<file path="src/tws_map.svh">
// Register addresses, field positions, reset values and divider counts
// for the three-wire serial control block.
// Assumes the includer uses the names with a leading backtick.
`ifndef TWS_MAP_SVH
`define TWS_MAP_SVH

`define TWS_RF_CTRL_ADDR 7'h1A
`define TWS_PERIPH_SHIFT_ADDR 7'h01
`define TWS_CTRL_RESET 4'h0
`define TWS_BIT_RUN 3
`define TWS_BIT_FLOAT 2
`define TWS_BIT_SEL_HI 1
`define TWS_BIT_SEL_LO 0
`define TWS_SEL_EXT 2'h0
`define TWS_SEL_DIV16 2'h1
`define TWS_SEL_DIV128 2'h2
`define TWS_SEL_DIV1024 2'h3
`define TWS_HALF_DIV16 10'h007
`define TWS_HALF_DIV128 10'h03F
`define TWS_HALF_DIV1024 10'h1FF
`define TWS_LAST_BIT 3'h7
`define TWS_SHIFT_RESET 8'h00

`endif

</file>
<file path="src/tws_pkg.sv">
// Types shared by the three-wire serial control block.
// Assumes tws_map.svh holds the numeric constants.
package tws_pkg;

    typedef struct packed {
        logic run;
        logic out_float;
        logic [1:0] clk_sel;
    } tws_ctrl_s;

    typedef enum logic [0:0] {
        TWS_STOPPED,
        TWS_SHIFTING
    } tws_state_e;

endpackage

</file>
<file path="src/tws_buf.sv">
// Two-entry buffer with valid and ready on both sides.
// Assumes one clock and a synchronous active-low reset.
`timescale 1ns/1ps
`default_nettype none
module tws_buf #(
    parameter int W = 8
) (
    input wire logic clk, // System clock
    input wire logic reset_n, // Synchronous reset
    input wire logic [W-1:0] in_data, // Word to store
    input wire logic in_valid, // Word offered
    output logic in_ready, // Room for a word
    output logic [W-1:0] out_data, // Oldest word
    output logic out_valid, // Oldest word present
    input wire logic out_ready // Drain takes a word
);
    logic [W-1:0] head_q, head_d, tail_q, tail_d;
    logic head_v_q, head_v_d, tail_v_q, tail_v_d;

    always_comb begin
        head_d = head_q;
        tail_d = tail_q;
        head_v_d = head_v_q;
        tail_v_d = tail_v_q;
        if (head_v_q && out_ready) begin
            head_d = tail_q;
            head_v_d = tail_v_q;
            tail_v_d = 1'b0;
        end
        if (in_valid && !tail_v_q) begin
            if (!head_v_d) begin
                head_d = in_data;
                head_v_d = 1'b1;
            end else begin
                tail_d = in_data;
                tail_v_d = 1'b1;
            end
        end
    end

    always_ff @(posedge clk) begin
        if (!reset_n) begin
            head_q <= '0;
            tail_q <= '0;
            head_v_q <= 1'b0;
            tail_v_q <= 1'b0;
        end else begin
            head_q <= head_d;
            tail_q <= tail_d;
            head_v_q <= head_v_d;
            tail_v_q <= tail_v_d;
        end
    end

    assign in_ready = !tail_v_q;
    assign out_data = head_q;
    assign out_valid = head_v_q;
endmodule // tws_buf
`default_nettype wire

</file>
<file path="src/tws_serial.sv">
// Three-wire serial interface: control register, shift register, clocking.
// Assumes clk is the system oscillator fx and the CPU side is synchronous.
`timescale 1ns/1ps
`default_nettype none
`include "tws_map.svh"
module tws_serial (
    input wire logic clk, // System clock fx, 10 MHz
    input wire logic reset_n, // Synchronous reset, active low
    input wire logic [6:0] rf_addr, // Register file address
    input wire logic rf_wr, // Register file write strobe
    input wire logic [3:0] rf_wdata, // Register file write nibble
    output logic [3:0] rf_rdata, // Register file read nibble
    input wire logic [6:0] periph_addr, // Peripheral address
    input wire logic periph_write_instr, // Put strobe
    input wire logic periph_read_instr, // Get strobe
    input wire logic [15:0] cpu_data_buffer, // Data buffer contents
    output logic [15:0] get_data, // Data buffer value after a get
    output logic get_load, // Get result valid pulse
    input wire logic serial_function_enable, // Pins in serial mode
    input wire logic done_clear, // Clear the done request
    output logic serial_done_request, // Transfer-done request flag
    input wire logic sck_i, // Serial clock pin level
    output logic sck_o, // Serial clock pin drive
    output logic sck_oe_n, // Serial clock drive enable, low drives
    output logic so_o, // Data-out pin drive
    output logic so_oe_n, // Data-out drive enable, low drives
    input wire logic si_i, // Data-in pin level
    output logic [7:0] rx_data, // Received byte stream
    output logic rx_valid, // Received byte present
    input wire logic rx_ready // Receiver takes a byte
);
    tws_pkg::tws_ctrl_s ctrl_q, ctrl_d;
    tws_pkg::tws_state_e state_q, state_d;
    logic [7:0] shift_q, shift_d;
    logic [2:0] bit_q, bit_d;
    logic [9:0] div_q, div_d;
    logic sck_q, sck_d, so_q, so_d;
    logic done_q, done_d;
    logic [3:0] rdata_q, rdata_d;
    logic [15:0] get_q, get_d;
    logic get_load_q, get_load_d;
    logic sck_oe_n_q, sck_oe_n_d, so_oe_n_q, so_oe_n_d;
    logic sck_s1_q, sck_s2_q, sck_s3_q, si_s1_q, si_s2_q;
    logic push, buf_ready;
    logic [7:0] push_data;
    logic ctrl_wr, put_hit, get_hit, ext_clk;
    logic fall, rise;

    // Half period of the internal serial clock in fx cycles, minus one
    function automatic logic [9:0] half_count(input logic [1:0] sel);
        unique case (sel)
            `TWS_SEL_DIV16: half_count = `TWS_HALF_DIV16;
            `TWS_SEL_DIV128: half_count = `TWS_HALF_DIV128;
            `TWS_SEL_DIV1024: half_count = `TWS_HALF_DIV1024;
            `TWS_SEL_EXT: half_count = `TWS_HALF_DIV16;
        endcase
    endfunction

    // Pin synchronisers
    always_ff @(posedge clk) begin
        if (!reset_n) begin
            sck_s1_q <= 1'b1;
            sck_s2_q <= 1'b1;
            sck_s3_q <= 1'b1;
            si_s1_q <= 1'b0;
            si_s2_q <= 1'b0;
        end else begin
            sck_s1_q <= sck_i;
            sck_s2_q <= sck_s1_q;
            sck_s3_q <= sck_s2_q;
            si_s1_q <= si_i;
            si_s2_q <= si_s1_q;
        end
    end

    assign ctrl_wr = rf_wr && (rf_addr == `TWS_RF_CTRL_ADDR);
    assign put_hit = periph_write_instr
        && (periph_addr == `TWS_PERIPH_SHIFT_ADDR);
    assign get_hit = periph_read_instr
        && (periph_addr == `TWS_PERIPH_SHIFT_ADDR);
    assign ext_clk = (ctrl_q.clk_sel == `TWS_SEL_EXT);

    // Edge strobes; internal edges come from the divider
    always_comb begin
        fall = 1'b0;
        rise = 1'b0;
        if (state_q == tws_pkg::TWS_SHIFTING && buf_ready) begin
            if (ext_clk) begin
                fall = sck_s3_q && !sck_s2_q;
                rise = !sck_s3_q && sck_s2_q;
            end else if (div_q == half_count(ctrl_q.clk_sel)) begin
                fall = sck_q;
                rise = !sck_q;
            end
        end
    end

    always_comb begin
        ctrl_d = ctrl_q;
        state_d = state_q;
        shift_d = shift_q;
        bit_d = bit_q;
        div_d = div_q;
        sck_d = sck_q;
        so_d = so_q;
        done_d = done_q;
        push = 1'b0;
        push_data = shift_q;
        if (done_clear) begin
            done_d = 1'b0;
        end
        if (state_q == tws_pkg::TWS_SHIFTING && buf_ready && !ext_clk) begin
            if (div_q == half_count(ctrl_q.clk_sel)) begin
                div_d = '0;
                sck_d = !sck_q;
            end else begin
                div_d = div_q + 10'h001;
            end
        end
        if (fall) begin
            so_d = shift_q[7];
        end
        if (rise) begin
            shift_d = {shift_q[6:0], si_s2_q};
            bit_d = bit_q + 3'h1;
            if (bit_q == `TWS_LAST_BIT) begin
                state_d = tws_pkg::TWS_STOPPED;
                ctrl_d.run = 1'b0;
                done_d = 1'b1;
                sck_d = 1'b1;
                push = 1'b1;
                push_data = {shift_q[6:0], si_s2_q};
            end
        end
        if (put_hit && state_q == tws_pkg::TWS_STOPPED) begin
            shift_d = cpu_data_buffer[7:0];
        end
        if (ctrl_wr) begin
            ctrl_d.out_float = rf_wdata[`TWS_BIT_FLOAT];
            ctrl_d.clk_sel = {rf_wdata[`TWS_BIT_SEL_HI],
                              rf_wdata[`TWS_BIT_SEL_LO]};
            ctrl_d.run = rf_wdata[`TWS_BIT_RUN];
            div_d = '0;
            sck_d = 1'b1;
            bit_d = '0;
            if (rf_wdata[`TWS_BIT_RUN]) begin
                state_d = tws_pkg::TWS_SHIFTING;
                if (!push) begin
                    done_d = 1'b0;
                end
            end else begin
                state_d = tws_pkg::TWS_STOPPED;
            end
        end
    end

    // Read data, get result and pin enables
    always_comb begin
        rdata_d = '0;
        if (rf_addr == `TWS_RF_CTRL_ADDR) begin
            rdata_d[`TWS_BIT_RUN] = ctrl_q.run;
            rdata_d[`TWS_BIT_FLOAT] = ctrl_q.out_float;
            rdata_d[`TWS_BIT_SEL_HI] = ctrl_q.clk_sel[1];
            rdata_d[`TWS_BIT_SEL_LO] = ctrl_q.clk_sel[0];
        end
        get_d = get_q;
        get_load_d = get_hit;
        if (get_hit) begin
            get_d = {cpu_data_buffer[15:8], shift_q};
        end
        sck_oe_n_d = !(serial_function_enable
            && (ctrl_d.clk_sel != `TWS_SEL_EXT));
        so_oe_n_d = !(serial_function_enable
            && !ctrl_d.out_float);
    end

    always_ff @(posedge clk) begin
        if (!reset_n) begin
            ctrl_q <= `TWS_CTRL_RESET;
            state_q <= tws_pkg::TWS_STOPPED;
            shift_q <= `TWS_SHIFT_RESET;
            bit_q <= '0;
            div_q <= '0;
            sck_q <= 1'b1;
            so_q <= 1'b0;
            done_q <= 1'b0;
            rdata_q <= '0;
            get_q <= '0;
            get_load_q <= 1'b0;
            sck_oe_n_q <= 1'b1;
            so_oe_n_q <= 1'b1;
        end else begin
            ctrl_q <= ctrl_d;
            state_q <= state_d;
            shift_q <= shift_d;
            bit_q <= bit_d;
            div_q <= div_d;
            sck_q <= sck_d;
            so_q <= so_d;
            done_q <= done_d;
            rdata_q <= rdata_d;
            get_q <= get_d;
            get_load_q <= get_load_d;
            sck_oe_n_q <= sck_oe_n_d;
            so_oe_n_q <= so_oe_n_d;
        end
    end

    tws_buf #(.W(8)) u_rx_buf (
        .clk(clk),
        .reset_n(reset_n),
        .in_data(push_data),
        .in_valid(push),
        .in_ready(buf_ready),
        .out_data(rx_data),
        .out_valid(rx_valid),
        .out_ready(rx_ready)
    );

    assign rf_rdata = rdata_q;
    assign get_data = get_q;
    assign get_load = get_load_q;
    assign serial_done_request = done_q;
    assign sck_o = sck_q;
    assign sck_oe_n = sck_oe_n_q;
    assign so_o = so_q;
    assign so_oe_n = so_oe_n_q;
endmodule // tws_serial
`default_nettype wire

</file>
<file path="config.mk">
export PLATFORM = sky130hd
export DESIGN_NAME = tws_serial
export DESIGN_NICKNAME = d
export VERILOG_FILES = /design/src/tws_pkg.sv /design/src/tws_buf.sv /design/src/tws_serial.sv
export VERILOG_INCLUDE_DIRS = /design/src
export SDC_FILE = /design/constraint.sdc
export NUM_CORES = 1
export LEC_CHECK = 0
export ABC_CLOCK_PERIOD_IN_PS = 3600
export BUFFER_PORTS_ARGS = -buffer_cell sky130_fd_sc_hd__buf_4
export CORE_AREA = 2 2 133 70
export CTS_CLUSTER_DIAMETER = 100
export DETAILED_ROUTE_END_ITERATION = 6
export DIE_AREA = 0 0 135 72
export HOLD_SLACK_MARGIN = 0.02
export SYNTH_ARGS = -nofsm -noshare
export SYNTH_HDL_FRONTEND = slang
export SYNTH_HIERARCHICAL = 1
export SYNTH_SLANG_ARGS = --single-unit
</file>
<file path="constraint.sdc">
create_clock -name clk -period 3.6 [get_ports clk]
set_clock_uncertainty 0.2 [all_clocks]
set_input_delay 0 -clock clk [delete_from_list [all_inputs] [get_ports clk]]
set_output_delay 0 -clock clk [all_outputs]
set_load 0.005 [all_outputs]
</file>
==> key figures <==
Timing
  – Measured slew at the worst slew-check pin: 0.659 ns
  – Fmax achieved: 0.370 GHz
  – Min cycle time layout: 2.70 ns
  – Max Slew Vio Count: 0
  – Relative slew slack: 0.560
  – Post-layout worst setup margin: 0.900 ns
  – Hold WS: 0.125 ns
  – Endpoints failing setup: 0
  – Final Cycle Share: 0.750
  – Final TNS setup: 0 ns
  – RSZ-0062 raised after global routing: no
  – Final hold violation count: 0

Critical path
  – Arr. time, crit path: roughly 2.7 ns
  – Worst EP required: between 3 and 4 ns
  – Crit-path cells: or4_4 > a21oi_4 > and4_4 > nor2_4 > inv_2 > and4bb_2 > mux2i_1 > nor2b_1
  – Crit-path slowest cell: or4_4
  – Crit path launch type: flip-flop
  – Worst path max stage delay: around 0.57 ns
  – Crit. End Element: flip-flop
  – Crit path buf inv count: 1
  – Setup CP Type: reg2reg
  – Delay-heaviest family, CP: simple AND/OR/NAND/NOR gates
  – R2R Setup Slk: 0.90 ns
  – CP max FO: 9

Synthesis
  – Register area share after synthesis: 0.442
  – Yosys reg bits: 74
  – Top FF cell, synth: dfxtp_1
  – Yosys warns: 6
  – Mapped Nets: 398
  – Post-Syn Instances: 351
  – Avg Synthesized Cell Area: 9.55 um2
  – Netlist Area Pre-Place: 3350 um2
  – Post-synthesis cell type count: 54
  – Post-synth EDFFs: 0
  – Share of flip-flops with an asynchronous set or reset: 0

Clock tree
  – Worst skew pair latency: between 0.3 and 0.4 ns
  – Clock slew at reported path FFs: 0.06 ns
  – TritonCTS clock tree: built
  – Longest Clk Path Bufs: 2
  – TritonCTS Sinks: 74
  – Post-CTS setup buffer count: 0
  – H-tree Lvls: 3
  – Cts hold-fix bufs: 46
  – CTS Buf Count: 9
  – Clock Tree Root: clkbuf_16
  – Post-CTS sizing: 0

Global routing
  – Vias in the first global route: 2,976
  – First-pass GRT wire length: 14.3 mm
  – GR Util All Layers: 0.188
  – Total gr overflow: 0
  – Antenna violations before repair: 0
  – Pin count of the biggest net entering global routing: 60

Pwr
  – PD cells: 394 nW/um2
  – Leak pwr: about 2.0 nW
  – Design Power: 1.88 mW
  – Maximum VDD drop: 0.000243 V

Detailed routing
  – DRT Pass-1 Iters: 4
  – Avg Vias per Cell: 4.95
  – Post-route ant nets: 0
  – DR WL/cell: 14.3 um
  – Via Count: 2,926
  – Post-Route WL: 8.48 mm
  – DRT iter0 DRCs: 132
  – Drc violations: 0

Cells and area
  – Multi-input combinational cell area: ~1700 um2
  – Layout cell share with drive strength beyond 1: 0.251
  – Post-layout nets: 516
  – FF+latch area: 1480 um2
  – Area grow syn2layout: 42.1%
  – Antenna Cells: 0
  – Fillers: just under 800
  – Design area: 4760 um2

Placement
  – Placed Area: 3990 um2
  – Place WS: 0.902 ns
  – Gpl congestion: 0.824
  – DPL Wire Length: between 5 and 6 mm
  – I/O Buffers: 78

Die
  – Die Width: 135 um
  – DIE HEIGHT: 72 um
  – Initial Util: 0.393
  – # rows: 24
  – Core area: 8530 um2
  – DIE AREA: 9720 um2
  – I/O pin total: 79

Flow run
  – Max cap viols: 0

Run status
  – Outcome: finished, final reports clean

Hold path
  – Worst min-delay path class: in2reg
==> per-stage QoR <==
stage                util  cells
finish              0.559    591
global route        0.559    591
CTS                 0.559    591
detailed placement  0.467    529
global placement    0.467    529
floorplan               -    351
==> cell type report <==
type                    instances  area share
inverters                       5     0.00394
multi-input cells             254       0.367
well taps                     117      0.0307
flip-flops and latches         74       0.311
clock inverters                 1     0.00630
repair buffers                125       0.221
clock buffers                  15      0.0604
==> path summary, 6_finish.rpt <==
path	from	to	depth (start not counted)
worst max-delay path	div_q[3]	u_rx_buf/tail_q[0]	8
worst min-delay path	periph_write_instr	shift_q[2]	4
worst max register to register	div_q[3]	u_rx_buf/tail_q[0]	8
worst min register to register	sck_s1_q	sck_s2_q	1
==> sequential cells by signal, summed over array words and instances (netlist names), 3 cells and up <==
signal	cells
get_data	16
div_q	10
shift_q	8
u_rx_buf/out_data	8
u_rx_buf/tail_q	8
rf_rdata	4
bit_q	3
ctrl_q	3
==> cells in the mapped netlist (4+ instances only) <==
cell type	instances	share of area
nand2b_1	13	0.024
o2111a_1	9	0.030
or4_1	8	0.018
nand2_1	60	0.067
mux2_4	6	0.027
nor3_1	5	0.0075
xnor2_1	5	0.013
a21oi_1	5	0.0075
nor2b_1	14	0.026
and2_1	10	0.019
nor2_1	14	0.016
inv_1	4	0.0045
nand3_1	14	0.021
clkbuf_1	7	0.0078
mux2i_1	13	0.039
xor2_1	4	0.010
dfxtp_1	74	0.44
nand4_1	4	0.0075
a31oi_2	8	0.030
a21boi_0	7	0.016
buf_2	4	0.0060
a21boi_1	10	0.022
o31ai_1	8	0.018
==> worst register-to-register path, stage by stage, from the launching register on <==
cell,delay (ns)
dfxtp_1,0.36
or4_4,0.57
a21oi_4,0.22
and4_4,0.27
nor2_4,0.08
inv_2,0.12
and4bb_2,0.47
mux2i_1,0.24
nor2b_1,0.06
==> routing by layer <==
layer	wire, um	GRT usage	part of all wire	vias up
met5	0	0	0	-
met4	83	0.0556	0.0098	0
met2	4270	0.332	0.50	40
met1	3820	0.224	0.45	1405
li1	-	-	-	1472
met3	305	0.0587	0.036	9
==> power breakdown <==
part / leakage (nW) / internal (mW) / switching, mW
Combinational: 1.20 / 0.0698 / 0.0343
Clock: 0.156 / 0.613 / 0.329
Sequential: 0.597 / 0.825 / 0.00513
==> cell usage in the layout, fill, tap and decap left out, drive strengths merged, types with 2 or more instances in the layout <==
cell,Yosys,final
a21boi,17,17
a21oi,6,6
a31oi,8,8
and2,10,10
and3,3,3
buf,11,79
clkbuf,7,15
dfxtp,74,74
dlygate4sd3,0,46
ha,3,3
inv,5,5
mux2,8,8
mux2i,13,13
nand2,60,60
nand2b,14,14
nand3,14,14
nand4,4,4
nor2,16,16
nor2b,14,14
nor3,5,5
nor3b,2,2
nor4b,2,2
o2111a,9,9
o21a,2,2
o21ai,4,4
o31ai,8,8
or2,2,2
or4,10,10
xnor2,5,5
xor2,4,4
==> logic make-up (layout without fill, tap and decap cells) <==
family / after synthesis / after routing / synth area share
simple gates: 162 / 162 / 0.262
flops: 74 / 74 / 0.442
compound gates: 59 / 59 / 0.152
buf+inv: 23 / 146 / 0.0373
mux: 21 / 21 / 0.0724
xor+xnor: 9 / 9 / 0.0235
fa+ha+maj: 3 / 3 / 0.0112
No activity file was read; power rests on OpenSTA's default activity.
